[config.mk]
export PLATFORM = sky130hd
export DESIGN_NAME = ifkfe_top
export DESIGN_NICKNAME = d
export VERILOG_FILES = /design/src/hw/ifkfe_top.v /design/src/hw/ifkfe_flag_decode.v /design/src/hw/ifkfe_word_select.v
export VERILOG_INCLUDE_DIRS = /design/src /design/src/hw
export SDC_FILE = /design/constraint.sdc
export NUM_CORES = 1
export LEC_CHECK = 0
export BUFFER_PORTS_ARGS = -buffer_cell sky130_fd_sc_hd__buf_2
export CORE_AREA = 2 2 170 172
export DETAILED_ROUTE_END_ITERATION = 12
export DIE_AREA = 0 0 172 174
export PLACE_DENSITY_LB_ADDON = 0.2
export SKIP_LAST_GASP = 1
export SLEW_MARGIN = 20
export SYNTH_ARGS = -nofsm -noshare
export SYNTH_HDL_FRONTEND = slang
export SYNTH_SLANG_ARGS = --single-unit
[constraint.sdc]
create_clock -name clock -period 5.8 [get_ports clock]
set_input_delay 0.29 -clock clock [delete_from_list [all_inputs] [get_ports clock]]
set_output_delay 0.29 -clock clock [all_outputs]
set_load 0.005 [all_outputs]
[src/hw/ifkfe_defines.vh]
// constants of the layer-3/layer-4 key field extractor
`ifndef IFKFE_DEFINES_VH
`define IFKFE_DEFINES_VH

// frame classification constants
`define IFKFE_ETYPE_MIN 16'h0600
`define IFKFE_ETYPE_IPV4 16'h0800
`define IFKFE_ETYPE_IPV6 16'h86dd
`define IFKFE_VER_IPV4 4'h4
`define IFKFE_VER_IPV6 4'h6
`define IFKFE_LLC_SNAP_SAP 8'haa
`define IFKFE_LLC_SNAP_CTRL 8'h03
`define IFKFE_IHL_PLAIN 4'h5
`define IFKFE_PROTO_TCP 8'h06
`define IFKFE_PROTO_UDP 8'h11

// register byte offsets
`define IFKFE_OFS_CONFIG 8'h00
`define IFKFE_OFS_STATUS 8'h04
`define IFKFE_OFS_FRAMES 8'h08
`define IFKFE_OFS_CNT_BASE 8'h0c
`define IFKFE_OFS_LAST_SIP 8'h1c
`define IFKFE_OFS_LAST_DIP 8'h20
`define IFKFE_OFS_CLEAR 8'h24

// config register fields
`define IFKFE_CFG_DST_SEL 0
`define IFKFE_CFG_CL_DSCP 1
`define IFKFE_CFG_RESET 2'h0

// clear register field
`define IFKFE_CLR_COUNTERS 0

// status register fields
`define IFKFE_ST_FLAGS_LSB 0
`define IFKFE_ST_DSCP_LSB 8
`define IFKFE_ST_PROTO_LSB 16

// number of per-flag counters
`define IFKFE_NUM_CNT 4

`endif

[src/hw/ifkfe_top.v]
// layer-3/layer-4 classification key field extractor with apb registers
//
// Behaviour
// - ip flag on ipv4/ipv6 ethertype and version
// - length frames: flag only for aa-aa-03
// - ipv4 flag on 0x800 and version 4
// - fragmented on more-fragments or nonzero offset
// - non-first fragment on nonzero offset only
// - options flag when header length exceeds five
// - frame dscp, or classified when selected
// - destination word from ipv4 or ipv6 low
// - llc: control byte then payload 0..2
// - snap: pid bytes 2..0 then payload 0
// - ip: ipv4 source or ipv6 source low
// - other ethertype: payload bytes 0..3
// - destination select swaps in destination address
// - protocol field from ipv4 or ipv6
// - tcp_or_udp_flag flag on protocol 6 or 17
// - tcp_or_udp_flag flag forced on oam frames
// - ethertype encoded when type at least 0x600
//
// The implementer's own choices: the APB slave port and the address map.
`timescale 1ns/1ps
`include "ifkfe_defines.vh"

module ifkfe_top #(
  parameter ADDR_W = 8,
  parameter CNT_W = 16
) (
  input wire clock,
  input wire reset,
  // apb slave
  input wire psel,
  input wire penable,
  input wire pwrite,
  input wire [ADDR_W-1:0] paddr,
  input wire [31:0] pwdata,
  output wire [31:0] prdata,
  output wire pready,
  output wire pslverr,
  // parsed header from the ingress parser
  input wire hdr_valid,
  input wire [15:0] type_len,
  input wire [3:0] ip_version,
  input wire [7:0] llc_dsap,
  input wire [7:0] llc_ssap,
  input wire [7:0] llc_ctrl,
  input wire [23:0] snap_pid_low,
  input wire [31:0] payload_head,
  input wire ipv4_more_frag,
  input wire [12:0] ipv4_frag_offset,
  input wire [3:0] ipv4_hdr_len,
  input wire [7:0] ipv4_protocol,
  input wire [7:0] ipv6_next_header,
  input wire [5:0] frame_dscp,
  input wire [5:0] classified_dscp,
  input wire [31:0] ipv4_src,
  input wire [31:0] ipv4_dst,
  input wire [31:0] ipv6_src_low,
  input wire [31:0] ipv6_dst_low,
  input wire oam_y1731,
  // key towards the match engine
  output wire key_valid,
  output wire ethertype_encoded_flag,
  output wire ip_or_snap_flag,
  output wire ipv4_flag,
  output wire fragmented_flag,
  output wire non_first_fragment_flag,
  output wire header_options_flag,
  output wire [5:0] dscp_key_field,
  output wire [31:0] dest_ip_word,
  output wire [31:0] source_ip_word,
  output wire [7:0] ip_protocol_field,
  output wire tcp_or_udp_flag
);

  // ---------------------------------------------------------------
  // declarations
  // ---------------------------------------------------------------
  reg [31:0] prdata_r;
  reg [31:0] prdata_nxt;
  reg pready_r;
  reg pslverr_r;
  reg pslverr_nxt;
  reg [1:0] adv_cfg_r;
  reg key_valid_r;
  reg etype_r;
  reg ip_or_snap_r;
  reg ipv4_r;
  reg frag_r;
  reg non_first_r;
  reg options_r;
  reg [5:0] dscp_r;
  reg [31:0] dip_r;
  reg [31:0] sip_r;
  reg [7:0] proto_r;
  reg tcp_or_udp_flag_r;
  reg [CNT_W-1:0] frames_r;

  wire setup_phase;
  wire access_done;
  wire wr_en;
  wire clr_counters;
  wire dst_select;
  wire cl_dscp_select;
  wire dec_etype;
  wire dec_ipv4;
  wire dec_ipv6;
  wire dec_ip_or_snap;
  wire dec_frag;
  wire dec_non_first;
  wire dec_options;
  wire [7:0] dec_proto;
  wire dec_tcp_or_udp_flag;
  wire [31:0] sel_dip;
  wire [31:0] sel_sip;
  wire [5:0] sel_dscp;
  wire [`IFKFE_NUM_CNT-1:0] cnt_hit;
  wire [CNT_W*`IFKFE_NUM_CNT-1:0] cnt_flat;
  wire [6:0] last_flags;

  // ---------------------------------------------------------------
  // apb handshake
  // ---------------------------------------------------------------
  // one wait-free access: pready rises in the access phase so the
  // read data can come from a flop loaded in the setup cycle
  assign setup_phase = psel && !penable;
  assign access_done = psel && penable && pready_r;
  assign wr_en = access_done && pwrite;
  assign clr_counters = wr_en &&
                        (paddr == `IFKFE_OFS_CLEAR) &&
                        pwdata[`IFKFE_CLR_COUNTERS];

  assign dst_select = adv_cfg_r[`IFKFE_CFG_DST_SEL];
  assign cl_dscp_select = adv_cfg_r[`IFKFE_CFG_CL_DSCP];

  assign last_flags = {tcp_or_udp_flag_r, options_r, non_first_r, frag_r,
                       ipv4_r, ip_or_snap_r, etype_r};

  always @(posedge clock or posedge reset) begin
    if (reset) begin
      pready_r <= 1'b0;
      prdata_r <= 32'h00000000;
      pslverr_r <= 1'b0;
    end else if (setup_phase) begin
      pready_r <= 1'b1;
      prdata_r <= prdata_nxt;
      pslverr_r <= pslverr_nxt;
    end else if (access_done) begin
      pready_r <= 1'b0;
      prdata_r <= 32'h00000000;
      pslverr_r <= 1'b0;
    end
  end

  // ---------------------------------------------------------------
  // register read decode
  // ---------------------------------------------------------------
  always @* begin
    prdata_nxt = 32'h00000000;
    pslverr_nxt = 1'b0;
    case (paddr)
      `IFKFE_OFS_CONFIG: begin
        prdata_nxt[1:0] = adv_cfg_r;
      end
      `IFKFE_OFS_STATUS: begin
        prdata_nxt[`IFKFE_ST_FLAGS_LSB +: 7] = last_flags;
        prdata_nxt[`IFKFE_ST_DSCP_LSB +: 6] = dscp_r;
        prdata_nxt[`IFKFE_ST_PROTO_LSB +: 8] = proto_r;
      end
      `IFKFE_OFS_FRAMES: begin
        prdata_nxt[CNT_W-1:0] = frames_r;
      end
      `IFKFE_OFS_CNT_BASE: begin
        prdata_nxt[CNT_W-1:0] = cnt_flat[0 +: CNT_W];
      end
      `IFKFE_OFS_CNT_BASE + 8'h04: begin
        prdata_nxt[CNT_W-1:0] = cnt_flat[CNT_W +: CNT_W];
      end
      `IFKFE_OFS_CNT_BASE + 8'h08: begin
        prdata_nxt[CNT_W-1:0] = cnt_flat[2*CNT_W +: CNT_W];
      end
      `IFKFE_OFS_CNT_BASE + 8'h0c: begin
        prdata_nxt[CNT_W-1:0] = cnt_flat[3*CNT_W +: CNT_W];
      end
      `IFKFE_OFS_LAST_SIP: begin
        prdata_nxt = sip_r;
      end
      `IFKFE_OFS_LAST_DIP: begin
        prdata_nxt = dip_r;
      end
      `IFKFE_OFS_CLEAR: begin
        prdata_nxt = 32'h00000000;
      end
      default: begin
        pslverr_nxt = 1'b1;
      end
    endcase
  end

  // ---------------------------------------------------------------
  // advanced classifier config
  // ---------------------------------------------------------------
  always @(posedge clock or posedge reset) begin
    if (reset) begin
      adv_cfg_r <= `IFKFE_CFG_RESET;
    end else if (wr_en && (paddr == `IFKFE_OFS_CONFIG)) begin
      adv_cfg_r <= pwdata[1:0];
    end
  end

  // ---------------------------------------------------------------
  // field decode
  // ---------------------------------------------------------------
  ifkfe_flag_decode u_flags (
    .type_len(type_len),
    .ip_version(ip_version),
    .llc_dsap(llc_dsap),
    .llc_ssap(llc_ssap),
    .llc_ctrl(llc_ctrl),
    .ipv4_more_frag(ipv4_more_frag),
    .ipv4_frag_offset(ipv4_frag_offset),
    .ipv4_hdr_len(ipv4_hdr_len),
    .ipv4_protocol(ipv4_protocol),
    .ipv6_next_header(ipv6_next_header),
    .oam_y1731(oam_y1731),
    .etype_enc(dec_etype),
    .is_ipv4(dec_ipv4),
    .is_ipv6(dec_ipv6),
    .ip_or_snap(dec_ip_or_snap),
    .fragmented(dec_frag),
    .non_first_frag(dec_non_first),
    .hdr_options(dec_options),
    .ip_proto(dec_proto),
    .tcp_or_udp(dec_tcp_or_udp_flag)
  );

  ifkfe_word_select u_words (
    .etype_enc(dec_etype),
    .is_ipv4(dec_ipv4),
    .is_ipv6(dec_ipv6),
    .ip_or_snap(dec_ip_or_snap),
    .dst_select(dst_select),
    .cl_dscp_select(cl_dscp_select),
    .llc_ctrl(llc_ctrl),
    .snap_pid_low(snap_pid_low),
    .payload_head(payload_head),
    .ipv4_src(ipv4_src),
    .ipv4_dst(ipv4_dst),
    .ipv6_src_low(ipv6_src_low),
    .ipv6_dst_low(ipv6_dst_low),
    .frame_dscp(frame_dscp),
    .classified_dscp(classified_dscp),
    .dest_word(sel_dip),
    .src_word(sel_sip),
    .dscp(sel_dscp)
  );

  // ---------------------------------------------------------------
  // key output stage
  // ---------------------------------------------------------------
  // the key holds between frames so the match engine may sample late;
  // key_valid marks the one cycle in which a new key appears
  always @(posedge clock or posedge reset) begin
    if (reset) begin
      key_valid_r <= 1'b0;
      etype_r <= 1'b0;
      ip_or_snap_r <= 1'b0;
      ipv4_r <= 1'b0;
      frag_r <= 1'b0;
      non_first_r <= 1'b0;
      options_r <= 1'b0;
      dscp_r <= 6'h00;
      dip_r <= 32'h00000000;
      sip_r <= 32'h00000000;
      proto_r <= 8'h00;
      tcp_or_udp_flag_r <= 1'b0;
    end else begin
      key_valid_r <= hdr_valid;
      if (hdr_valid) begin
        etype_r <= dec_etype;
        ip_or_snap_r <= dec_ip_or_snap;
        ipv4_r <= dec_ipv4;
        frag_r <= dec_frag;
        non_first_r <= dec_non_first;
        options_r <= dec_options;
        dscp_r <= sel_dscp;
        dip_r <= sel_dip;
        sip_r <= sel_sip;
        proto_r <= dec_proto;
        tcp_or_udp_flag_r <= dec_tcp_or_udp_flag;
      end
    end
  end

  assign key_valid = key_valid_r;
  assign ethertype_encoded_flag = etype_r;
  assign ip_or_snap_flag = ip_or_snap_r;
  assign ipv4_flag = ipv4_r;
  assign fragmented_flag = frag_r;
  assign non_first_fragment_flag = non_first_r;
  assign header_options_flag = options_r;
  assign dscp_key_field = dscp_r;
  assign dest_ip_word = dip_r;
  assign source_ip_word = sip_r;
  assign ip_protocol_field = proto_r;
  assign tcp_or_udp_flag = tcp_or_udp_flag_r;

  assign prdata = prdata_r;
  assign pready = pready_r;
  assign pslverr = pslverr_r;

  // ---------------------------------------------------------------
  // frame statistics
  // ---------------------------------------------------------------
  // counters wrap; a frame arriving with a clear still counts,
  // so software never loses an event that races its clear
  always @(posedge clock or posedge reset) begin
    if (reset) begin
      frames_r <= {CNT_W{1'b0}};
    end else if (hdr_valid) begin
      frames_r <= clr_counters ? {{(CNT_W-1){1'b0}}, 1'b1} :
                  frames_r + 1'b1;
    end else if (clr_counters) begin
      frames_r <= {CNT_W{1'b0}};
    end
  end

  assign cnt_hit = {dec_tcp_or_udp_flag, dec_frag, dec_ipv4, dec_ip_or_snap};

  genvar gi;
  generate
    for (gi = 0; gi < `IFKFE_NUM_CNT; gi = gi + 1) begin : g_cnt
      reg [CNT_W-1:0] cnt_r;
      always @(posedge clock or posedge reset) begin
        if (reset) begin
          cnt_r <= {CNT_W{1'b0}};
        end else if (hdr_valid && cnt_hit[gi]) begin
          cnt_r <= clr_counters ? {{(CNT_W-1){1'b0}}, 1'b1} :
                   cnt_r + 1'b1;
        end else if (clr_counters) begin
          cnt_r <= {CNT_W{1'b0}};
        end
      end
      assign cnt_flat[gi*CNT_W +: CNT_W] = cnt_r;
    end
  endgenerate

endmodule // ifkfe_top

[src/hw/ifkfe_flag_decode.v]
// frame type flag decoder of the key field extractor
`timescale 1ns/1ps
`include "ifkfe_defines.vh"

module ifkfe_flag_decode (
  input wire [15:0] type_len,
  input wire [3:0] ip_version,
  input wire [7:0] llc_dsap,
  input wire [7:0] llc_ssap,
  input wire [7:0] llc_ctrl,
  input wire ipv4_more_frag,
  input wire [12:0] ipv4_frag_offset,
  input wire [3:0] ipv4_hdr_len,
  input wire [7:0] ipv4_protocol,
  input wire [7:0] ipv6_next_header,
  input wire oam_y1731,
  output wire etype_enc,
  output wire is_ipv4,
  output wire is_ipv6,
  output wire ip_or_snap,
  output wire fragmented,
  output wire non_first_frag,
  output wire hdr_options,
  output wire [7:0] ip_proto,
  output wire tcp_or_udp
);

  wire offset_nz;
  wire is_snap;

  assign etype_enc = (type_len >= `IFKFE_ETYPE_MIN);
  assign is_ipv4 = etype_enc && (type_len == `IFKFE_ETYPE_IPV4) &&
                   (ip_version == `IFKFE_VER_IPV4);
  assign is_ipv6 = etype_enc && (type_len == `IFKFE_ETYPE_IPV6) &&
                   (ip_version == `IFKFE_VER_IPV6);
  assign is_snap = !etype_enc && (llc_dsap == `IFKFE_LLC_SNAP_SAP) &&
                   (llc_ssap == `IFKFE_LLC_SNAP_SAP) &&
                   (llc_ctrl == `IFKFE_LLC_SNAP_CTRL);
  assign ip_or_snap = is_ipv4 || is_ipv6 || is_snap;

  assign offset_nz = (ipv4_frag_offset != 13'h0000);
  assign fragmented = is_ipv4 && (ipv4_more_frag || offset_nz);
  assign non_first_frag = is_ipv4 && offset_nz;
  // header length only, options left unparsed
  assign hdr_options = is_ipv4 && (ipv4_hdr_len > `IFKFE_IHL_PLAIN);

  assign ip_proto = is_ipv4 ? ipv4_protocol :
                    (is_ipv6 ? ipv6_next_header : 8'h00);
  assign tcp_or_udp = ((is_ipv4 || is_ipv6) &&
                       ((ip_proto == `IFKFE_PROTO_TCP) ||
                        (ip_proto == `IFKFE_PROTO_UDP))) || oam_y1731;

endmodule // ifkfe_flag_decode

[src/hw/ifkfe_word_select.v]
// address word and dscp selection of the key field extractor
`timescale 1ns/1ps

module ifkfe_word_select (
  input wire etype_enc,
  input wire is_ipv4,
  input wire is_ipv6,
  input wire ip_or_snap,
  input wire dst_select,
  input wire cl_dscp_select,
  input wire [7:0] llc_ctrl,
  input wire [23:0] snap_pid_low,
  input wire [31:0] payload_head,
  input wire [31:0] ipv4_src,
  input wire [31:0] ipv4_dst,
  input wire [31:0] ipv6_src_low,
  input wire [31:0] ipv6_dst_low,
  input wire [5:0] frame_dscp,
  input wire [5:0] classified_dscp,
  output reg [31:0] dest_word,
  output reg [31:0] src_word,
  output reg [5:0] dscp
);

  reg [31:0] ip_src;

  always @* begin
    if (is_ipv4) begin
      dest_word = ipv4_dst;
    end else if (is_ipv6) begin
      dest_word = ipv6_dst_low;
    end else begin
      dest_word = 32'h00000000;
    end
    ip_src = is_ipv4 ? ipv4_src : ipv6_src_low;
    if (etype_enc && ip_or_snap) begin
      src_word = dst_select ? dest_word : ip_src;
    end else if (etype_enc) begin
      src_word = payload_head;
    end else if (ip_or_snap) begin
      src_word = {snap_pid_low, payload_head[31:24]};
    end else begin
      src_word = {llc_ctrl, payload_head[31:8]};
    end
    if (cl_dscp_select) begin
      dscp = classified_dscp;
    end else if (is_ipv4 || is_ipv6) begin
      dscp = frame_dscp;
    end else begin
      dscp = 6'h00;
    end
  end

endmodule // ifkfe_word_select

---- Yosys cells after proc, flatten, opt, wreduce, memory -nomap -nowiden ----
Cells that the tools add are included.
word-level totals
  output and inout bits ................... 120
  bits of input ports ..................... 321
  register bits after elaboration ......... 202
operators by class
  reduce and logical (&&, ||, !) cells .... 39
  mux-type cells .......................... 35
  eq/ne operators ......................... 18
  add/subtract/negate cells ............... 5
  magnitude comparators ................... 2
operators by type and width
  kind                     count
  $mux W32                 9
  $mux W16                 11
  $add A16 B1 Y16 const B  5
  $pmux W6 S8              1
  $eq A8 B5 Y1 const B     5
  $pmux W5 S8              1
  $pmux W8 S3              1
  $logic_and A1 B1 Y1      23
  $pmux W2 S9              1
  $eq A16 B12 Y1 const B   1
  $eq A16 B16 Y1 const B   1
  $eq A8 B3 Y1 const B     2
  $eq A8 B4 Y1 const B     2
  $eq A8 B6 Y1 const B     2
  $eq A8 B8 Y1 const B     2
  $ge A16 B11 Y1 const B   1
  $mux W8                  2
  $pmux W8 S2              1
  $pmux W2 S7              1
  $reduce_bool A13 Y1      1
  $mux W6                  2
  $reduce_bool A2 Y1       6
  $reduce_or A10 Y1        1
  $eq A4 B3 Y1 const B     2
  7 further kinds          15

---- Logic depth before layout (Yosys ltp) ----
  depth in word-level cells ............... 11
  mapped depth ............................ 9
  gate-level depth less buffers ........... 8

---- Hierarchy ----
From an unflattened synthesis, not the netlist that was laid out.
second synthesis, totals
  cells, all modules ...................... 1221
  area, all modules ....................... 12480.7 µm²
modules (own cells, without submodules)
  module             area an instance (µm²)  instances  cells each
  ifkfe_top          9801.9                  1          898
  ifkfe_word_select  2189.6                  1          254
  ifkfe_flag_decode  489.2                   1          69

---- Worst setup path after synthesis ----
No wires, ideal clock.
  path kind ............................... input -> register
  start point ............................. input port type_len[5]
  end point ............................... register sip_r[10], in the netlist source_ip_word[10]
  stages on the path ...................... 9
  setup time .............................. 0.137 ns
  slack ................................... 3.347 ns
  buffers on the path ..................... 1
  arrival time ............................ 2.316 ns
  path through ............................ nor4_4 -> nand4_2 -> nor2_2 -> buf_4 -> mux4_2 -> nand2_1 -> o21ai_0 -> a21oi_1 -> a21oi_1
between the ends
  word-level cells in the longest chain between the ends .. 9
  elaborated cells on any way between the ends .. 21
  those cells by class .................... 1 x order compare; 2 x eq/ne; 7 x mux; 11 x reduce/logical
ends and longest elaborated chain
  element                           line                    text
  start, declared                   ifkfe_top.v:43          input wire [15:0] type_len,
  $ge A16 B11 Y1 (no source line)   -
  $logic_not A1 Y1                  ifkfe_flag_decode.v:36  assign is_snap = !etype_enc && (llc_dsap == `IFKFE_LLC_SNAP_SAP) &&
  $logic_and A1 B1 Y1 (3 in a row)  ifkfe_flag_decode.v:36
  $logic_or A1 B1 Y1                ifkfe_flag_decode.v:39  assign ip_or_snap = is_ipv4 || is_ipv6 || is_snap;
  $mux W32                          ifkfe_word_select.v:40  end else if (ip_or_snap) begin
  $mux W32                          ifkfe_word_select.v:38  end else if (etype_enc) begin
  $mux W32 *                        ifkfe_word_select.v:36  if (etype_enc && ip_or_snap) begin
  end signal, assigned              ifkfe_top.v:289         sip_r <= sel_sip;
  end, declared                     ifkfe_top.v:95          reg [31:0] sip_r;
Every way passes the cells marked *; elsewhere a longest branch is shown, timed or not.
A chain may end at the register's enable or synchronous reset.

---- Final worst setup path ----
  start point ............................. input port type_len[6]
  end point ............................... register sip_r[12], in the netlist source_ip_word[12]
The elaborated chain is that of the path after synthesis.

==> run summary <==
drt wl/cell: 22.4 um
R2R Setup Slk: 3.62 ns
deepest clock path buffer count: 3
residual DRC count: 0
H-tree levels: 1
routed via count: 11800
Via-to-Cell Ratio: 5.70
Crit Path Class: in -> reg
Placed Cells: 2020
clock slew at reported path FFs: 0.06 ns
CP max FO: 24
fin cells: 2072
portion of netlist area occupied by mux cells: 11.4%
reg2reg end: g_cnt[2].cnt_r[6]
Critical Path Sink: source_ip_word[12]
post-synthesis adder-cell area fraction: 0.530%
Seq/Total Area, Yosys: 42.9%
Static Leakage: 7.15 nW
Layout area overhead: 27.5%
Worst Setup SP: type_len[6]
Iter 0 DRT Violations: 984
num rows: 62
crit start category: input pin
Total GRT Usage: 30.6%
Async SR Flop Fraction: 100%
Worst Path Required: 6.18 ns
Most used DFF post-synth: dfrtp_1
Die Y: 174 um
Final Hold Viols: 0
Sink Count: 202
Post-Route Setup TNS: 0 ns
period utilization: 54.7%
synthesized cell area: 11800 um2
Critical Path Sink Type: register
WP depth: 10
antenna violations before repair: 9
yosys warns: 0
worst skew pair latency: 0.54 ns
post-detail-place hpwl: 35.7 mm
status: complete, no violations
worst r2r path cells: 4
Avg Cell Area, Syn: 9.14 um2
largest family of logic cells by synthesized area: simple AND/OR/NAND/NOR gates
Core Region: 28200 um2
Least-Margin Pin Slew: 1.07 ns
critical path arrival: 3.55 ns
initial core utilization: 41.8%
post-synthesis register bit count: 202
RePlAce Congestion: 0.899
Peak VDD IR: 0.000206 V
largest net degree at the start of global routing: 108
vias in the first global route: 11500
Hold Path Class: in -> reg
nets@finish: 1989
ANT nets after route: 0
first-pass GRT wire length: 69.2 mm
XOR/XNOR Fraction of Synth Area: 4.31%
final slew viol count: 0
hold path depth: 2
simple-gate share of the synthesized area: 19.7%
DR pass1 iterations: 5
Top-Level Pins: 441
PortBufs: 409
Compound-Gate Fraction of Synth Area: 17.9%
Post-synth EDFFs: 0
slowest cell delay on critical path: 0.92 ns
total gr overflow: 0
post-synth cell types: 62
number of setup violations in the final report: 0
Pwr Density: 244 nW/um2
CP Cell Sequence: buf_2 -> nor4b_2 -> nand2_1 -> nor2_4 -> buf_4 -> mux4_2 -> nand2_1 -> o21ai_0 -> a21oi_1 -> a21oi_1
Reg-to-Reg Start: pready
Total Routed Length: 46.5 mm
Max Cap Viol: 0
Post-CTS Setup Inserts: 0
Mapped Nets: 1616
minimum clock period: 3.17 ns
total clock buffers created by CTS: 24
slowest CP cell: nor2_4
slew margin rel.: 28.2%
die area: 29900 um2
post-synthesis instance total: 1290
CTS resizes: 0
Max Freq: 0.315 GHz
Top delay family on crit path: simple AND/OR/NAND/NOR gates
chip width: 172 um
hold buffer count at CTS: 1
layout cell share with drive strength beyond 1: 31.4%
WP buf/inv: 2
RSZ-0062 raised after global routing: no
CTS tree: built
skew final: 0.0165 ns
clk root buf: clkbuf_16
synthesized netlist by cell type, drive strengths merged, types with 2 or more instances:
cell / count / share of area [%]
nor2: 229 / 7.3
dfrtp: 202 / 43
nand2: 117 / 3.7
a21oi: 114 / 4.8
clkbuf: 69 / 2.2
mux2i: 68 / 5.8
o21ai: 65 / 2.8
a221oi: 55 / 4.1
nand3: 34 / 1.4
xnor2: 32 / 2.4
a22oi: 29 / 1.8
xor2: 26 / 1.9
mux4: 24 / 4.6
a22o: 19 / 1.4
nor3: 19 / 0.93
inv: 18 / 0.57
nand4: 18 / 1.1
or3: 16 / 0.85
and3: 15 / 0.80
a211oi: 14 / 0.89
buf: 13 / 0.54
mux2: 11 / 1.1
nor4: 10 / 0.71
and2: 9 / 0.48
and4: 7 / 0.52
nor2b: 6 / 0.32
nor3b: 6 / 0.38
a2111oi: 5 / 0.70
ha: 5 / 0.53
a21o: 4 / 0.25
nand2b: 3 / 0.16
nand4b: 3 / 0.22
nor4b: 3 / 0.28
o211ai: 3 / 0.19
a31o: 2 / 0.15
nor4bb: 2 / 0.17
o2bb2ai: 2 / 0.15
power breakdown:
group | switching, mW | leakage (nW) | total, mW | internal (mW)
clock network | 0.614 | 0.398 | 1.54 | 0.929
logic | 0.268 | 4.14 | 0.497 | 0.229
registers | 0.124 | 2.61 | 1.63 | 1.50
total | 1.01 | 7.15 | 3.67 | 2.66
placed cells by master (no fill, tap or decap), drive strengths merged, types with 26 or more instances in the layout:
cell type	n
mux2i	68
clkbuf	30
xor2	26
xnor2	32
dfrtp	202
o21ai	65
nor2	229
nand3	34
nand2	117
a21oi	114
buf	428
a22oi	29
a221oi	55
layout make-up:
type | instances | area, um2
Inverter | 18 | 71.3
Clock inverter | 12 | 149
Timing Repair Buffer | 429 | 2210
Sequential cell | 202 | 5060
Clock buffer | 30 | 653
Tap cell | 384 | 480
Antenna cell | 9 | 22.5
Multi-Input combinational cell | 988 | 6390
Fill cell | 2700 | 13200
registers in the layout, indices dropped and copies added, names as in the netlist:
name	cells
non_first_fragment_flag	1
header_options_flag	1
dest_ip_word	32
key_valid	1
g_cnt.cnt_r	64
source_ip_word	32
prdata	32
ethertype_encoded_flag	1
dscp_key_field	6
fragmented_flag	1
tcp_or_udp_flag	1
adv_cfg_r	2
ipv4_flag	1
pslverr	1
frames_r	16
pready	1
ip_or_snap_flag	1
ip_protocol_field	8
routing by layer:
layer	global-route usage [%]	wire [um]	vias to the layer above
met1	39.6	18700	5775
met5	0	12	-
met2	52.0	23300	481
met4	11.6	1850	2
li1	-	-	5471
met3	4.10	2690	90
through the flow:
step	hold WS (ns)	total power, mW	utilization (%)	setup WS (ns)	instance area [um2]
finish	0.0146	3.67	53.2	2.63	15000
global route	0.00943	3.81	53.2	2.37	15000
CTS	0.00586	3.68	53.1	2.62	15000
detailed placement	0.467	2.14	50.3	2.08	14200
global placement	0.459	2.13	50.3	2.12	14200
floorplan	0.321	1.86	-	2.89	11800
worst reg2reg max path, delay by kind of cell (launching register included):
| family | cells | cell delay (ns) |
|---|---|---|
| and+or+nand+nor | 3 | 1.10 |
| buffers and inverters | 1 | 0.53 |
| DFF | 1 | 0.42 |
kinds of logic (layout without fill, tap and decap cells):
| kind of cell | after synthesis | count (layout) |
|---|---|---|
| AOI/OAI and AO/OA | 321 | 321 |
| xor gates and xnor gates | 58 | 58 |
| adders and majority gates | 5 | 5 |
| buffers and inverters | 100 | 489 |
| DFF | 202 | 202 |
| muxes | 103 | 103 |
| other | 0 | 9 |
| and+or+nand+nor | 501 | 501 |
worst min path at each step:
stage / to / start / slack, ns
3_3_place_gp: prdata[24] / prdata[24] / 0.46
5_1_grt: adv_cfg_r[1] / pwdata[1] / 0.009
2_1_floorplan: key_valid / hdr_valid / 0.32
6_report: adv_cfg_r[1] / pwdata[1] / 0.01
3_5_place_dp: pslverr / pslverr / 0.47
4_1_cts: adv_cfg_r[1] / pwdata[1] / 0.006
Note: power is estimated with default switching activity, not from simulation.
